**config.mk**
```make
export PLATFORM = sky130hd
export DESIGN_NAME = pulse_width_adjust_control
export DESIGN_NICKNAME = d
export VERILOG_FILES = /design/src/pwa_pkg.sv /design/src/pulse_width_adjust_control.sv
export VERILOG_INCLUDE_DIRS = /design/src
export SDC_FILE = /design/constraint.sdc
export NUM_CORES = 1
export LEC_CHECK = 0
export BUFFER_PORTS_ARGS = -buffer_cell sky130_fd_sc_hd__buf_4
export CORE_MARGIN = 2
export CORE_UTILIZATION = 50
export CTS_CLUSTER_SIZE = 14
export DETAILED_ROUTE_END_ITERATION = 8
export GPL_TIMING_DRIVEN = 0
export PLACE_DENSITY = 0.81
export SLEW_MARGIN = 10
export SYNTH_ARGS = -nofsm -noshare
export SYNTH_HDL_FRONTEND = slang
export SYNTH_SLANG_ARGS = --single-unit
```
**constraint.sdc**
```tcl
create_clock -name core_clk -period 4.28 [get_ports core_clk]
set_input_delay 0.856 -clock core_clk [delete_from_list [all_inputs] [get_ports core_clk]]
set_output_delay 0.856 -clock core_clk [all_outputs]
set_load 0.005 [all_outputs]
```
**src/pwa_consts.svh**
```systemverilog
// register offsets, field positions, reset values and limits of the width-adjust block
// included by the package user; definitions only
`ifndef PWA_CONSTS_SVH
`define PWA_CONSTS_SVH
`define OFF_CTRL 8'h00
`define OFF_HIGH 8'h04
`define OFF_PRI 8'h08
`define OFF_SEC 8'h0C
`define OFF_TGT1 8'h10
`define OFF_TGT2 8'h14
`define OFF_RV 8'h18
`define OFF_APR 8'h1C
`define OFF_PRE 8'h20
`define OFF_TMR 8'h24
`define B_LBS 0
`define B_FRE 3:1
`define B_HW 4
`define B_EN 5
`define B_TSEL 6
`define B_TRIG 7
`define B_RUN 8
`define B_ACT 9
`define B_STATE 11:10
`define B_F1 12
`define B_F2 13
`define F_STEP 3:0
`define F_IVL 7:4
`define F_TPS 1:0
`define F_SA 4:2
`define F_AFTER 7:5
`define F_TCC 9:8
`define F_SVC 11:10
`define F_PRE1 7:0
`define F_PRE2 15:8
`define F_PRE3 23:16
`define W_MAX 9'h1FF
`define W_RST 9'h000
`define T_MAX 8'hFF
`define T_RST 8'h00
`define RV_UNIT 8'h10
`endif

```
**src/pwa_pkg.sv**
```systemverilog
// types shared by the width-adjust block
// no imports; users write pwa_pkg::name
package pwa_pkg;
  typedef enum logic [1:0] {
    TS_FIRST = 2'b00,
    TS_TOWARD1 = 2'b01,
    TS_TOWARD2 = 2'b10,
    TS_OFF = 2'b11
  } timer_state_t;
  typedef struct packed {
    logic load_bank_select;
    logic [2:0] fault_reload_enable;
    logic approach_hw_mode;
    logic approach_enable;
    logic approach_target_select;
    logic phase_trigger_select;
    logic phase_timer_run;
  } ctl_t;
  typedef struct packed {
    logic [8:0] primary_width_preload;
    logic [8:0] secondary_width_preload;
    logic [8:0] first_approach_target;
    logic [8:0] second_approach_target;
    logic width_high_bits;
    logic [3:0] reverse_step_size;
    logic [3:0] reverse_step_interval;
    logic [1:0] triggers_per_step;
    logic [2:0] approach_step_value;
    logic [2:0] adjust_after_steps;
    logic [1:0] trigger_count_change;
    logic [1:0] step_value_change;
    logic [7:0] first_phase_preload;
    logic [7:0] second_phase_preload;
    logic [7:0] third_phase_preload;
  } cfg_t;
endpackage

```
**src/pulse_width_adjust_control.sv**
```systemverilog
// pulse width adjust control: load-bank select, reverse-voltage stepping, width approach
// assumes one 100 MHz clock, synchronous inputs, a single AHB-Lite master
//
// Summary of operation
// reload source is primary preload when bank select is 0, secondary when 1
// enabled fault input falling edge sets bank select to 1
// reverse-detect falling edge adds step size and starts interval counter
// while reverse-detect low, add step size each elapsed interval
// stop stepping at 1FF or when reverse-detect returns high; counter off
// approach only while reverse-detect high; reverse stepping takes over at once
// software mode: enable bit sets active flag; ramp toward selected target
// software leaves width and step fields alone during software approach
// software approach keeps reached flags clear until target met, then sets one
// software mode: phase timer reloads first preload, overflow pulses output
// software writes high bits before low byte of each width value
// software configures fields, mode, target, then sets enable last
// hardware mode timer starts on input rising edge or run bit rise
// first interval counts from first preload; width held
// second interval ramps toward first target, holds at target or overflow
// after set number of steps, trigger count and step value are changed
// third interval ramps toward second target, holds at target or overflow
// final interval timer off; parameters may change then or in the first interval
// software finishes approach setup before second interval
// second interval sets first reached flag; software clears; start clears
// third interval sets second reached flag; software clears; start clears
// clearing hardware mode bit stops hardware approach
// setting hardware mode bit clears the run bit
// timer state field reads 00, 01, 10, 11
// reverse stepping clamps width at 1FF
`timescale 1ns/100ps
`include "pwa_consts.svh"
module pulse_width_adjust_control (
  // clock and reset
  input wire logic core_clk,
  input wire logic reset_n,
  // ahb-lite slave
  input wire logic hsel,
  input wire logic [31:0] haddr,
  input wire logic [1:0] htrans,
  input wire logic hwrite,
  input wire logic [2:0] hsize,
  input wire logic [31:0] hwdata,
  input wire logic hready,
  output logic hreadyout,
  output logic hresp,
  output logic [31:0] hrdata,
  // comparator and trigger inputs
  input wire logic [2:0] comparator_fault_input,
  input wire logic reverse_voltage_detect,
  input wire logic phase_timer_trigger_input,
  input wire logic pulse_trigger,
  input wire logic phase_timer_tick,
  // results
  output logic [8:0] reload_width,
  output logic phase_timer_overflow_signal
);
  pwa_pkg::ctl_t ctl_reg, ctl_next;
  pwa_pkg::cfg_t cfg_reg, cfg_next;
  pwa_pkg::timer_state_t tstate_reg, tstate_next;
  logic [7:0] timer_reg, timer_next;
  logic [7:0] rv_cnt_reg, rv_cnt_next;
  logic rv_active_reg, rv_active_next;
  logic sw_active_reg, sw_active_next;
  logic f1_reg, f1_next, f2_reg, f2_next;
  logic [1:0] trig_cnt_reg, trig_cnt_next;
  logic [2:0] step_cnt_reg, step_cnt_next;
  logic [2:0] fault_prev_reg;
  logic rv_prev_reg, trig_prev_reg;
  logic [8:0] reload_next;
  logic ovf_next;
  logic wr_pend_reg, rd_pend_reg;
  logic [7:0] dp_addr_reg;
  logic wr_pend_next, rd_pend_next, hready_next;
  logic [7:0] dp_addr_next;
  logic [31:0] hrdata_next;
  logic wr_en, wr_ctrl, hw_rise, run_rise, hw_start, locked, ramping, at_target;
  logic hw_stop;
  logic [8:0] target;

  function automatic logic [8:0] sat_add(input logic [8:0] a, input logic [3:0] b);
    logic [9:0] s;
    s = {1'b0, a} + {6'h00, b};
    sat_add = s[9] ? `W_MAX : s[8:0];
  endfunction

  function automatic logic [8:0] toward(input logic [8:0] a, input logic [8:0] t, input logic [2:0] sa);
    logic [9:0] up;
    logic [8:0] st;
    st = {6'h00, sa} + 9'h001;
    up = {1'b0, a} + {1'b0, st};
    if (a < t) begin
      toward = (up >= {1'b0, t}) ? t : up[8:0];
    end else begin
      toward = (a - t <= st) ? t : a - st;
    end
  endfunction

  function automatic logic [7:0] interval_cycles(input logic [3:0] ivl);
    interval_cycles = (ivl == 4'h0) ? `RV_UNIT : 8'({ivl, 4'h0});
  endfunction

  function automatic logic [31:0] read_mux(input logic [7:0] a, input pwa_pkg::ctl_t c,
                                           input pwa_pkg::cfg_t g, input logic [13:9] st,
                                           input logic [7:0] tm);
    read_mux = 32'h0000_0000;
    unique case (a)
      `OFF_CTRL: read_mux = {18'h00000, st, c.phase_timer_run, c.phase_trigger_select,
                             c.approach_target_select, c.approach_enable, c.approach_hw_mode,
                             c.fault_reload_enable, c.load_bank_select};
      `OFF_HIGH: read_mux = {31'h0000_0000, g.width_high_bits};
      `OFF_PRI: read_mux = {23'h000000, g.primary_width_preload};
      `OFF_SEC: read_mux = {23'h000000, g.secondary_width_preload};
      `OFF_TGT1: read_mux = {23'h000000, g.first_approach_target};
      `OFF_TGT2: read_mux = {23'h000000, g.second_approach_target};
      `OFF_RV: read_mux = {24'h000000, g.reverse_step_interval, g.reverse_step_size};
      `OFF_APR: read_mux = {20'h00000, g.step_value_change, g.trigger_count_change,
                            g.adjust_after_steps, g.approach_step_value, g.triggers_per_step};
      `OFF_PRE: read_mux = {8'h00, g.third_phase_preload, g.second_phase_preload,
                            g.first_phase_preload};
      `OFF_TMR: read_mux = {24'h000000, tm};
      default: read_mux = 32'h0000_0000;
    endcase
  endfunction

  // bus: writes take effect in the data phase, reads add one wait state
  always_comb begin
    wr_pend_next = 1'b0;
    rd_pend_next = 1'b0;
    hready_next = 1'b1;
    dp_addr_next = dp_addr_reg;
    hrdata_next = hrdata;
    if (rd_pend_reg) begin
      hrdata_next = read_mux(dp_addr_reg, ctl_reg, cfg_reg,
                             {f2_reg, f1_reg, tstate_reg, sw_active_reg | ramping}, timer_reg);
    end else if (hsel && htrans[1] && hready) begin
      dp_addr_next = haddr[7:0];
      wr_pend_next = hwrite;
      rd_pend_next = !hwrite;
      hready_next = hwrite;
    end
  end

  always_ff @(posedge core_clk or negedge reset_n) begin
    if (!reset_n) begin
      wr_pend_reg <= 1'b0;
      rd_pend_reg <= 1'b0;
      dp_addr_reg <= 8'h00;
      hreadyout <= 1'b1;
      hresp <= 1'b0;
      hrdata <= 32'h0000_0000;
    end else begin
      wr_pend_reg <= wr_pend_next;
      rd_pend_reg <= rd_pend_next;
      dp_addr_reg <= dp_addr_next;
      hreadyout <= hready_next;
      hresp <= 1'b0;
      hrdata <= hrdata_next;
    end
  end

  assign wr_en = wr_pend_reg;
  assign wr_ctrl = wr_en && dp_addr_reg == `OFF_CTRL;
  assign hw_rise = wr_ctrl && !ctl_reg.approach_hw_mode && hwdata[`B_HW];
  assign run_rise = wr_ctrl && !hw_rise && !ctl_reg.phase_timer_run && hwdata[`B_RUN];
  assign hw_stop = wr_ctrl && !hwdata[`B_HW];
  assign hw_start = ctl_reg.approach_hw_mode && !hw_rise && !hw_stop && (ctl_reg.phase_trigger_select ? run_rise
                    : (phase_timer_trigger_input && !trig_prev_reg));
  assign locked = ctl_reg.approach_hw_mode && (tstate_reg == pwa_pkg::TS_TOWARD1 ||
                  tstate_reg == pwa_pkg::TS_TOWARD2);
  assign ramping = ctl_reg.approach_hw_mode ? locked : sw_active_reg;
  assign target = (ctl_reg.approach_hw_mode ? tstate_reg == pwa_pkg::TS_TOWARD2
                   : ctl_reg.approach_target_select) ? cfg_reg.second_approach_target
                   : cfg_reg.first_approach_target;
  assign at_target = cfg_reg.primary_width_preload == target;

  // core: register writes, bank select, phase timer, reverse stepping, approach
  always_comb begin
    ctl_next = ctl_reg;
    cfg_next = cfg_reg;
    tstate_next = tstate_reg;
    timer_next = timer_reg;
    rv_cnt_next = rv_cnt_reg;
    rv_active_next = rv_active_reg;
    sw_active_next = sw_active_reg;
    f1_next = f1_reg;
    f2_next = f2_reg;
    trig_cnt_next = trig_cnt_reg;
    step_cnt_next = step_cnt_reg;
    ovf_next = 1'b0;
    if (wr_ctrl) begin
      ctl_next.load_bank_select = hwdata[`B_LBS];
      ctl_next.fault_reload_enable = hwdata[`B_FRE];
      ctl_next.approach_hw_mode = hwdata[`B_HW];
      ctl_next.approach_enable = hwdata[`B_EN];
      ctl_next.approach_target_select = hwdata[`B_TSEL];
      ctl_next.phase_trigger_select = hwdata[`B_TRIG];
      ctl_next.phase_timer_run = hw_rise ? 1'b0 : hwdata[`B_RUN];
      if (!hwdata[`B_F1]) f1_next = 1'b0;
      if (!hwdata[`B_F2]) f2_next = 1'b0;
      if (!hwdata[`B_HW]) tstate_next = pwa_pkg::TS_OFF;
      if (hw_rise) tstate_next = pwa_pkg::TS_OFF;
      sw_active_next = hwdata[`B_EN] && !hwdata[`B_HW];
      if (run_rise) timer_next = cfg_reg.first_phase_preload;
    end
    if (wr_en) begin
      unique case (dp_addr_reg)
        `OFF_HIGH: cfg_next.width_high_bits = hwdata[0];
        `OFF_PRI: if (!locked) cfg_next.primary_width_preload = {cfg_reg.width_high_bits, hwdata[7:0]};
        `OFF_SEC: cfg_next.secondary_width_preload = {cfg_reg.width_high_bits, hwdata[7:0]};
        `OFF_TGT1: cfg_next.first_approach_target = {cfg_reg.width_high_bits, hwdata[7:0]};
        `OFF_TGT2: cfg_next.second_approach_target = {cfg_reg.width_high_bits, hwdata[7:0]};
        `OFF_RV: begin
          cfg_next.reverse_step_size = hwdata[`F_STEP];
          cfg_next.reverse_step_interval = hwdata[`F_IVL];
        end
        `OFF_APR: if (!locked) begin
          cfg_next.triggers_per_step = hwdata[`F_TPS];
          cfg_next.approach_step_value = hwdata[`F_SA];
          cfg_next.adjust_after_steps = hwdata[`F_AFTER];
          cfg_next.trigger_count_change = hwdata[`F_TCC];
          cfg_next.step_value_change = hwdata[`F_SVC];
        end
        `OFF_PRE: begin
          cfg_next.first_phase_preload = hwdata[`F_PRE1];
          cfg_next.second_phase_preload = hwdata[`F_PRE2];
          cfg_next.third_phase_preload = hwdata[`F_PRE3];
        end
        default: ;
      endcase
    end
    if (|(fault_prev_reg & ~comparator_fault_input & ctl_reg.fault_reload_enable)) begin
      ctl_next.load_bank_select = 1'b1;
    end
    // phase timer
    if (!ctl_reg.approach_hw_mode) begin
      if (ctl_reg.phase_timer_run && phase_timer_tick && !run_rise) begin
        if (timer_reg == `T_MAX) begin
          timer_next = cfg_reg.first_phase_preload;
          ovf_next = 1'b1;
        end else begin
          timer_next = timer_reg + 8'h01;
        end
      end
    end else if (hw_start) begin
      tstate_next = pwa_pkg::TS_FIRST;
      timer_next = cfg_reg.first_phase_preload;
      ctl_next.phase_timer_run = 1'b1;
      f1_next = 1'b0;
      f2_next = 1'b0;
      trig_cnt_next = 2'b00;
      step_cnt_next = 3'b000;
    end else if (tstate_reg != pwa_pkg::TS_OFF && phase_timer_tick && !hw_stop) begin
      if (timer_reg == `T_MAX) begin
        ovf_next = 1'b1;
        trig_cnt_next = 2'b00;
        step_cnt_next = 3'b000;
        unique case (tstate_reg)
          pwa_pkg::TS_FIRST: begin
            tstate_next = pwa_pkg::TS_TOWARD1;
            timer_next = cfg_reg.second_phase_preload;
          end
          pwa_pkg::TS_TOWARD1: begin
            tstate_next = pwa_pkg::TS_TOWARD2;
            timer_next = cfg_reg.third_phase_preload;
          end
          default: begin
            tstate_next = pwa_pkg::TS_OFF;
            ctl_next.phase_timer_run = 1'b0;
          end
        endcase
      end else begin
        timer_next = timer_reg + 8'h01;
      end
    end
    // reverse-voltage stepping outranks approach
    if (rv_prev_reg && !reverse_voltage_detect) begin
      cfg_next.primary_width_preload = sat_add(cfg_reg.primary_width_preload,
                                               cfg_reg.reverse_step_size);
      rv_active_next = 1'b1;
      rv_cnt_next = 8'h01;
    end else if (rv_active_reg) begin
      if (reverse_voltage_detect || cfg_reg.primary_width_preload == `W_MAX) begin
        rv_active_next = 1'b0;
        rv_cnt_next = 8'h00;
      end else if (rv_cnt_reg >= interval_cycles(cfg_reg.reverse_step_interval)) begin
        cfg_next.primary_width_preload = sat_add(cfg_reg.primary_width_preload,
                                                 cfg_reg.reverse_step_size);
        rv_cnt_next = 8'h01;
      end else begin
        rv_cnt_next = rv_cnt_reg + 8'h01;
      end
    end else if (reverse_voltage_detect && ramping && !hw_start) begin
      if (at_target) begin
        if (ctl_reg.approach_hw_mode ? tstate_reg == pwa_pkg::TS_TOWARD2
            : ctl_reg.approach_target_select) begin
          f2_next = 1'b1;
        end else begin
          f1_next = 1'b1;
        end
      end else begin
        if (!ctl_reg.approach_hw_mode) begin
          f1_next = 1'b0;
          f2_next = 1'b0;
        end
        if (pulse_trigger) begin
          if (trig_cnt_reg >= cfg_reg.triggers_per_step) begin
            trig_cnt_next = 2'b00;
            cfg_next.primary_width_preload = toward(cfg_reg.primary_width_preload, target,
                                                    cfg_reg.approach_step_value);
            if (step_cnt_reg >= cfg_reg.adjust_after_steps) begin
              step_cnt_next = 3'b000;
              unique case (cfg_reg.trigger_count_change)
                2'b01: if (cfg_reg.triggers_per_step != 2'b00) cfg_next.triggers_per_step
                         = cfg_reg.triggers_per_step - 2'b01;
                2'b10: if (cfg_reg.triggers_per_step != 2'b11) cfg_next.triggers_per_step
                         = cfg_reg.triggers_per_step + 2'b01;
                default: ;
              endcase
              unique case (cfg_reg.step_value_change)
                2'b01: if (cfg_reg.approach_step_value != 3'b111) cfg_next.approach_step_value
                         = cfg_reg.approach_step_value + 3'b001;
                2'b10: if (cfg_reg.approach_step_value != 3'b000) cfg_next.approach_step_value
                         = cfg_reg.approach_step_value - 3'b001;
                default: ;
              endcase
            end else begin
              step_cnt_next = step_cnt_reg + 3'b001;
            end
          end else begin
            trig_cnt_next = trig_cnt_reg + 2'b01;
          end
        end
      end
    end
    reload_next = ctl_next.load_bank_select ? cfg_next.secondary_width_preload
                  : cfg_next.primary_width_preload;
  end

  always_ff @(posedge core_clk or negedge reset_n) begin
    if (!reset_n) begin
      ctl_reg <= '0;
      cfg_reg <= '0;
      tstate_reg <= pwa_pkg::TS_OFF;
      timer_reg <= `T_RST;
      rv_cnt_reg <= 8'h00;
      rv_active_reg <= 1'b0;
      sw_active_reg <= 1'b0;
      f1_reg <= 1'b0;
      f2_reg <= 1'b0;
      trig_cnt_reg <= 2'b00;
      step_cnt_reg <= 3'b000;
      fault_prev_reg <= 3'b111;
      rv_prev_reg <= 1'b1;
      trig_prev_reg <= 1'b0;
      reload_width <= `W_RST;
      phase_timer_overflow_signal <= 1'b0;
    end else begin
      ctl_reg <= ctl_next;
      cfg_reg <= cfg_next;
      tstate_reg <= tstate_next;
      timer_reg <= timer_next;
      rv_cnt_reg <= rv_cnt_next;
      rv_active_reg <= rv_active_next;
      sw_active_reg <= sw_active_next;
      f1_reg <= f1_next;
      f2_reg <= f2_next;
      trig_cnt_reg <= trig_cnt_next;
      step_cnt_reg <= step_cnt_next;
      fault_prev_reg <= comparator_fault_input;
      rv_prev_reg <= reverse_voltage_detect;
      trig_prev_reg <= phase_timer_trigger_input;
      reload_width <= reload_next;
      phase_timer_overflow_signal <= ovf_next;
    end
  end
endmodule

```
-- Word-level counts from Yosys, hierarchy flattened
Index checks and enable logic that the tools add are counted.
- register bits after elaboration: 175
- add/subtract/negate cells: 13
- magnitude comparators: 6
- equality and inequality tests: 21
- multiplexer cells: 127
- bitwise gates (word level): 6
- reductions and logical operators: 49
- operators with widths (operator ; number):
    $pmux W24 S10 ; 1
    $mux W9 ; 20
    $mux W8 ; 14
    $mux W81 ; 1
    $mux W1 ; 45
    $mux W3 ; 13
    $mux W2 ; 19
    $mux W5 ; 7
    $eq A8 B5 Y1 const B ; 4
    $mux W12 ; 2
    $mux W24 ; 1
    $logic_and A1 B1 Y1 ; 22
    $add A9 B4 Y10 ; 2
    $add A8 B1 Y8 const B ; 2
    $eq A8 B4 Y1 const B ; 2
    $eq A8 B6 Y1 const B ; 2
    $pmux W8 S2 ; 1
    $reduce_and A2 Y1 ; 6
    $ge A10 B9 Y1 ; 1
    $logic_not A1 Y1 ; 10
    $eq A9 B9 Y1 ; 1
    $eq A9 B9 Y1 const B ; 1
    $le A9 B4 Y1 ; 1
    $lt A9 B9 Y1 ; 1
    other kinds (31) ; 43

-- Logic depth before layout (Yosys ltp)
Gate-level depths: netlist (run 1).
- depth after elaboration: 18
- depth in mapped cells: 21
- mapped depth without buffers: 20

-- Least setup slack after synthesis (run 1)
No wires, ideal clock.
- path type: register -> register
- from: register tstate_reg[0]
- to: register reload_width[6]
- library setup time: 0.066 ns
- data arrival time: 4.376 ns
- slack: -0.162 ns
- cell stages (with the launch flop): 22
- buffers on the path: 1
- period minus slack after synthesis: 4.442 ns
- cells stage by stage: dfstp_2 -> inv_1 -> ha_1 -> mux2i_4 -> mux2i_1 -> inv_1 -> ha_1 -> nor2_1 -> mux2_2 -> o211ai_1 -> nand2_1 -> xnor2_1 -> ha_1 -> a21oi_1 -> o21ai_0 -> a21oi_1 -> o2111ai_1 -> or4_1 -> buf_6 -> mux2_4 -> a2111oi_4 -> o31a_1
- longest elaborated chain between the ends: 14
- elaborated cells on any way between the ends: 29
- those cells by class: add/sub: 1; order compare: 3; eq/ne: 3; mux: 18; reduce/logical: 4
- ends and longest elaborated chain (item ; line ; text):
    start: declaration ; pulse_width_adjust_control.sv:59 ; pwa_pkg::timer_state_t tstate_reg, tstate_next;
    start signal: assignment ; pulse_width_adjust_control.sv:343 ; tstate_reg <= pwa_pkg::TS_OFF;
    start signal: assignment ; pulse_width_adjust_control.sv:360 ; tstate_reg <= tstate_next;
    $eq A2 B2 Y1 ; pulse_width_adjust_control.sv:169, pulse_width_adjust_control.sv:171 ;
    $mux W1 ; pulse_width_adjust_control.sv:171 ; assign target = (ctl_reg.approach_hw_mode ? tstate_reg == pwa_pkg::TS_TOWARD2
    $mux W9 ; pulse_width_adjust_control.sv:172 ; : ctl_reg.approach_target_select) ? cfg_reg.second_approach_target
    $sub A9 B9 Y9 ; pulse_width_adjust_control.sv:94 ; toward = (a - t <= st) ? t : a - st;
    $le A9 B4 Y1 ; pulse_width_adjust_control.sv:94 ;
    $mux W9 ; pulse_width_adjust_control.sv:94 ;
    $mux W9 ; pulse_width_adjust_control.sv:91 ; if (a < t) begin
    $mux W9 ; pulse_width_adjust_control.sv:306 ; if (trig_cnt_reg >= cfg_reg.triggers_per_step) begin
    $mux W9 ; pulse_width_adjust_control.sv:305 ; if (pulse_trigger) begin
    $mux W9 ; pulse_width_adjust_control.sv:293 ; if (at_target) begin
    $mux W9 ; pulse_width_adjust_control.sv:292 ; end else if (reverse_voltage_detect && ramping && !hw_start) begin
    $mux W9 (*) ; pulse_width_adjust_control.sv:281 ; end else if (rv_active_reg) begin
    $mux W9 (*) ; pulse_width_adjust_control.sv:276 ; if (rv_prev_reg && !reverse_voltage_detect) begin
    $mux W9 (*) ; pulse_width_adjust_control.sv:335 ; reload_next = ctl_next.load_bank_select ? cfg_next.secondary_width_preload
    via reload_next[6] ; pulse_width_adjust_control.sv:69 ; logic [8:0] reload_next;
    end signal: assignment ; pulse_width_adjust_control.sv:355 ; reload_width <= `W_RST;
    end signal: assignment ; pulse_width_adjust_control.sv:372 ; reload_width <= reload_next;
    end: declaration ; pulse_width_adjust_control.sv:54 ; output logic [8:0] reload_width,
The timed path passes the listed nets; every way through them passes the cells marked *.
A chain may end at the register's enable or synchronous reset.

-- Worst setup path in the final report (run 1)
Ends and elaborated chain as after synthesis.

==> results of run 1 <==
==> cell usage after synthesis, types with 6 or more instances <==
master	instances	area, µm²
nand2_1	118	442.9
nor2b_1	15	93.84
nor2_1	68	255.2
a222oi_1	14	140.1
ha_1	58	725.7
inv_1	84	315.3
nor3_1	20	100.1
a21o_1	10	75.07
and2_1	8	50.05
a22oi_1	20	150.1
a22o_1	9	78.83
a21oi_1	53	265.3
nand3_1	37	185.2
a221oi_1	16	140.1
mux2_2	82	923.4
xor2_1	9	78.83
clkbuf_1	54	202.7
o211ai_1	12	90.09
and3_1	18	112.6
a31oi_1	15	93.84
a211oi_1	12	90.09
o31ai_1	10	75.07
dfstp_2	7	183.9
dfrtp_1	160	4004
nand2b_1	16	100.1
buf_4	9	67.56
mux2i_1	36	360.4
o22ai_1	25	156.4
o21ai_0	76	380.4
nand3b_1	6	45.04
xnor2_1	17	148.9
nand4_1	6	37.54
==> worst register-to-register path: cells and delay by family, from the launching register on <==
family	cells	cell delay [ns]
AOI/OAI and AO/OA	7	1.28
xor gates and xnor gates	1	0.15
adders and majority gates	3	0.66
buffers and inverters	2	0.14
DFF	1	0.57
muxes	4	1.02
and+or+nand+nor	3	0.71
==> where the power goes <==
group / internal (W) / leakage (nW) / switching (W)
registers: 0.00177 / 2.01 / 0.000253
clock network: 0.000839 / 0.295 / 0.000762
logic: 0.00164 / 3.52 / 0.00242
==> worst paths after layout <==
path                                            from                          to  slack, ns  cells past startpoint
setup / recovery             tstate_reg[0]$_DFF_PN1_   reload_width[6]$_DFF_PN0_      -0.33                     20
hold / removal                               reset_n  dp_addr_reg[7]$_DFFE_PN0P_       0.32                      1
setup reg to reg             tstate_reg[0]$_DFF_PN1_   reload_width[6]$_DFF_PN0_      -0.33                     20
hold reg to reg            sw_active_reg$_DFFE_PN0P_   sw_active_reg$_DFFE_PN0P_       0.49                      2
max in group asynchronous                    reset_n   reload_width[7]$_DFF_PN0_       3.00                      2
min in group core_clk      sw_active_reg$_DFFE_PN0P_   sw_active_reg$_DFFE_PN0P_       0.49                      2
==> cell type report <==
type | count | share of cell area [%]
multi-input cells | 897 | 50.75
clock inverters | 15 | 1.344
well taps | 280 | 2.651
inverters | 84 | 2.433
repair buffers | 96 | 5.662
clock buffers | 17 | 3.219
plain buffers | 67 | 2.244
flip-flops and latches | 167 | 31.70
==> cell usage in the layout (no fill, tap or decap), types with 11 or more instances in the layout <==
cell	instances
nand3_1	37
nor2b_1	15
buf_4	103
o211ai_1	12
a211oi_1	11
mux2i_1	28
a222oi_1	14
nand2_1	118
dfrtp_1	159
a221oi_1	14
ha_1	52
xnor2_1	16
nor2_1	64
nand2b_1	16
inv_1	81
a22oi_1	20
o21ai_0	73
a21oi_1	50
mux2_2	81
clkbuf_1	50
and3_1	18
nor3_1	18
o22ai_1	25
a31oi_1	14
clkbuf_16	17
==> metrics by stage <==
| step | power [W] | utilization [%] | cell area (µm²) | setup slack [ns] |
|---|---|---|---|---|
| after detailed placement | 0.005602 | 55.96 | 12250 | -1.025 |
| after global routing | 0.008104 | 60.37 | 13220 | -0.4287 |
| after floorplan | 0.004597 | - | 11270 | -0.05071 |
| after CTS | 0.007459 | 60.00 | 13140 | -0.2671 |
| final | 0.007680 | 60.37 | 13220 | -0.3297 |
| after global placement | 0.005535 | 55.70 | 12190 | -1.011 |
==> timing repair <==
item                       in CTS  in global routing
buffers inserted               15                  4
setup endpoints to repair      26                 28
resized for setup              38                 16
pin swaps                      14                  5
==> kinds of logic (layout without fill, tap and decap cells) <==
group,Yosys count,after routing,synth area share (%)
AO/OA/AOI/OAI,331,331,20.43
XOR/XNOR,26,26,2.030
adder cells (fa/ha/maj),64,64,7.274
buffers and inverters,156,279,5.689
flip-flops,167,167,37.34
multiplexers,125,125,12.53
other,1,9,0.03344
AND/OR/NAND/NOR,342,342,14.68
==> per-layer routing <==
metal  part of all wire, %  track usage [%]
met5                     0                0
met4                   5.3            15.51
met3                   7.8            5.130
met2                    47            50.18
met1                    40            40.19
==> results by group, run 1 <==
Outcome
  – Status: finished, violations left
  – Failing checks: negative setup slack

Clock tree
  – Clock root cell: clkbuf_16
  – Clk Latency, worst-skew pair: 0.45 ns
  – Hold-fix buffers, CTS: 0
  – Clk buf depth: 2
  – Htree depth: 4
  – CTS buffer count: 17
  – CTS tree: yes
  – Reg clk slew, reported paths: 0.08 ns
  – CTS sink cnt: 167

Timing
  – Fin crit share: 107.7%
  – Final worst-path setup slack: -0.3297 ns
  – Worst Max-Slew Pin Slew: 0.9577 ns
  – RSZ-0062 raised after global routing: yes
  – Tmin final: 4.610 ns
  – Worst hold slack: 0.3228 ns
  – Slew HR: 35.56%
  – Final setup violation count: 18
  – Hold Vio Cnt, Final: 0
  – Number of max-slew violations in the final report: 0
  – Post-route setup TNS: -4.076 ns
  – Fmax: 0.2169 GHz
  – Skew final: between 0.01 and 0.015 ns

Die
  – Num rows: 54
  – Die area: approximately 24,000 µm²
  – Num ports: approximately 130
  – Core area: about 22,000 µm²
  – Die width: about 150 µm
  – DIE HEIGHT: approximately 150 µm
  – Effective utilization at floorplan: 51.23%

Routing
  – Detail Route Antenna Nets: 0
  – Total Routed Length: around 37 mm
  – Initial DRC Count: 1,068
  – Pre-antenna DRT Iters: 6
  – Drt wl/cell: approximately 23 µm
  – Vias: between 10k and 15k
  – Vias per cell: 6.437
  – DRC viols: 0

GRT
  – GRT Overall Usage: 30.93%
  – Final global-route overflow total: 0
  – Vias in the first global route: between 10k and 15k
  – First-pass GRT wire length: approximately 58 mm
  – Initial antenna violation count: 0
  – Pin count of the biggest net entering global routing: around 110

Worst setup path
  – Crit path DAT: approximately 5 ns
  – Slowest CP cell: dfstp_2
  – CP Launch Type: register
  – Cell Chain, Critical Path: inv_4 > ha_4 > mux2i_4 > mux2i_4 > inv_2 > ha_4 > nor2_2 > mux2_4 > o211ai_1 > nand2_1 > xnor2_1 > ha_1 > a21oi_1 > o21ai_1 > a21oi_1 > o2111ai_1 > or4_4 > mux2_4 > a2111oi_4 > o31a_1
  – Largest stage delay on the critical path: 0.57 ns
  – Worst-path maximum fanout: 7
  – CP endpoint kind: register
  – Worst path bufs/invs: 2
  – Largest delay share family, worst path: compound AO/OA/AOI/OAI gates
  – Crit Path Class: register to register
  – Req. time, crit path: about 4.7 ns

Place
  – HPWL after detailed placement: 27.17 mm
  – Cells after DPL: ~1.6k
  – I/O Buffers: 76
  – GPL Wtd Cong: 1.001

Final layout
  – Multi-input gate area: about 6700 µm²
  – Ant diodes: 0
  – Max reg flops: a little over 80
  – Seq. cell area: between 4000 and 5000 µm²
  – Synthesis-to-finish area growth: 17.83%
  – Cell Count, Final, Fillers Out: 1,623
  – Final #Nets: between 1k and 1.5k
  – Layout cells sized above 1: roughly 22%
  – Fillers: about 1.9k

Logic synthesis
  – Avg Cell Area, Syn: roughly 9 µm²
  – Synth async-reset ratio: between 90% and 100%
  – Post-Synthesis Cells: about 1.2k
  – Main synth FF type: dfrtp_1
  – #FFs+latches synth: about 170
  – Yosys warnings: 0
  – Register area share after synthesis: 37.34%
  – Post-synth EDFFs: 0
  – Netlist cell types: 83
  – Netlist Area Pre-Place: between 10,000 and 15,000 µm²

Job
  – Max_cap viols: 0

Power
  – PD cells: 581.1 nW/µm²
  – Peak VDD IR: roughly 360 µV
  – P_leak: 5.818 nW

Min path
  – Worst Hold Class: input pin to asynchronous set/reset pin
(Power assumes the default switching activity.)
==> run 2: changes to the inputs <==
Settings changed: CORE_MARGIN 2 to unset, CORE_UTILIZATION 50 to 54, PLACE_DENSITY 0.81 to 0.86.
==> results by group, run 2 (synthesis gave the netlist of run 1 again) <==
Routing
  – Drt wl/cell: 22.51 µm
  – DRC viols: 0
  – Total Routed Length: about 37 mm
  – Vias: ~11k
  – Initial DRC Count: 1,096
  – Pre-antenna DRT Iters: 7
  – Detail Route Antenna Nets: 0
  – Vias per cell: between 6 and 7

Clock tree
  – Clk buf depth: 2
  – Reg clk slew, reported paths: 0.07 ns
  – CTS buffer count: 17
  – CTS tree: yes
  – CTS sink cnt: ~170
  – Clock root cell: clkbuf_16
  – Htree depth: 4
  – Hold-fix buffers, CTS: 0
  – Clk Latency, worst-skew pair: 0.45 ns

Die
  – Num rows: 52
  – Core area: 20,300 µm²
  – Num ports: around 130
  – DIE HEIGHT: about 150 µm
  – Die width: between 100 and 150 µm
  – Effective utilization at floorplan: 55.25%
  – Die area: 21,350 µm²

Final layout
  – Highest-count cells in the layout ignoring fill and taps: dfrtp_1, nand2_1, buf_4
  – Final #Nets: 1,481
  – Leading cell type in the layout, fill and taps excluded: dfrtp_1
  – Multi-input gate area: 6709 µm²
  – Fillers: approximately 1.6k
  – Seq. cell area: roughly 4200 µm²
  – Max reg flops: roughly 80
  – Synthesis-to-finish area growth: 18.32%
  – Final core utilization: between 60% and 70%
  – Layout cells sized above 1: about 22%
  – Ant diodes: 0

Job
  – Max_cap viols: 0

Timing
  – Fin crit share: 107.2%
  – Hold Vio Cnt, Final: 0
  – Final worst-path setup slack: -0.3066 ns
  – Worst Max-Slew Pin Slew: 0.9399 ns
  – RSZ-0062 raised after global routing: yes
  – Worst hold slack: approximately 0.34 ns
  – Number of max-slew violations in the final report: 0
  – Tmin final: 4.587 ns
  – Skew final: about 0.013 ns
  – Fmax: 0.2180 GHz
  – Post-route setup TNS: -3.571 ns
  – Final setup violation count: 18
  – Slew HR: 36.76%

Worst setup path
  – Origin of the worst setup path: tstate_reg[0]$_DFF_PN1_
  – Worst r2r src: tstate_reg[0]$_DFF_PN1_
  – Req. time, crit path: 4.65 ns
  – R2R setup slack: -0.31 ns
  – CP Launch Type: register
  – Worst-path maximum fanout: 8
  – CP endpoint kind: register
  – Crit path DAT: between 4 and 5 ns
  – Crit Path Class: register to register

Outcome
  – Status: finished, violations left
  – Failing checks: negative setup slack

Power
  – PD cells: 585.9 nW/µm²
  – P_leak: 5.869 nW
  – Peak VDD IR: about 430 µV

GRT
  – Final global-route overflow total: 0
  – Vias in the first global route: between 10k and 15k
  – GRT Overall Usage: roughly 35%
  – Initial antenna violation count: 0
  – Pin count of the biggest net entering global routing: between 100 and 150
  – First-pass GRT wire length: about 57 mm

Min path
  – Worst Hold Class: input pin to asynchronous set/reset pin

Place
  – GPL Wtd Cong: between 0.9 and 1
  – HPWL after detailed placement: around 27 mm
  – I/O Buffers: between 70 and 80
-- run 2: cell count changes in the layout (fill, tap and decap cells not counted), sizes merged --
cell / change
buf: +8
bufinv: -1
clkbuf: +2
clkinv: -1
inv: +1
-- run 2: critical path, stage by stage, from the launching register on --
cell and delay [ns]:
dfstp_2 0.56, inv_2 0.06, ha_4 0.17, mux2i_4 0.28, mux2i_4 0.14, inv_2 0.10
ha_4 0.15, nor2_1 0.04, mux2_4 0.28, o211ai_1 0.23, nand2_1 0.11, xnor2_1 0.14
ha_1 0.34, a21oi_2 0.16, o21ai_1 0.08, a21oi_1 0.15, o2111ai_1 0.13, or4_4 0.54
buf_4 0.19, mux2i_1 0.13, o41ai_2 0.30, a22o_1 0.22
-- run 2: final cells by class --
type,instances,share of cell area [%]
well taps,270,2.546
repair buffers,104,6.232
flip-flops and latches,167,31.57
clock buffers,18,3.309
inverters,84,2.404
multi-input cells,897,50.56
plain buffers,68,2.263
clock inverters,14,1.122
-- run 2: final timing paths --
kind	depth (start not counted)	endpoint
max in group asynchronous	2	cfg_reg[31]$_DFF_PN0_
min reg2reg	2	sw_active_reg$_DFFE_PN0P_
min in group core_clk	2	sw_active_reg$_DFFE_PN0P_
min	1	timer_reg[2]$_DFF_PN0_
max reg2reg	21	reload_width[1]$_DFF_PN0_
max	21	reload_width[1]$_DFF_PN0_
-- run 2: timing repair --
action | 4_1_cts | 5_1_grt
endpoints found under the hold margin | 0 | 0
endpoints found under the setup margin | 26 | 27
setup buffers | 19 | 8
pin swaps | 20 | 13
gates resized for setup | 47 | 10
-- run 2: routing by layer --
| metal | track usage (%) | share of wire [%] | vias to the layer above |
|---|---|---|---|
| li1 | - | - | 4716 |
| met1 | 43.34 | 39 | 5155 |
| met2 | 56.44 | 47 | 669 |
| met3 | 5.156 | 8.3 | 147 |
| met4 | 20.99 | 6.0 | 0 |
| met5 | 0 | 0 | - |
-- run 2: stage by stage --
| stage | worst slack [ns] | total power, W | cell area, µm² | std cells |
|---|---|---|---|---|
| 3_5_place_dp | -1.005 | 0.005610 | 12230 | 1567 |
| 2_1_floorplan | -0.05071 | 0.004597 | 11270 | 1220 |
| 6_report | -0.3066 | 0.007776 | 13270 | 1622 |
| 5_1_grt | -0.4459 | 0.008173 | 13270 | 1622 |
| 3_3_place_gp | -0.9670 | 0.005528 | 12180 | 1566 |
| 4_1_cts | -0.2812 | 0.007515 | 13160 | 1615 |
-- run 2: power breakdown --
part,internal (W),total [W],switching (W)
Clock,0.000797,0.00156,0.000759
Combinational,0.00173,0.00420,0.00247
Sequential,0.00177,0.00202,0.000253
Total,0.00430,0.00778,0.00348
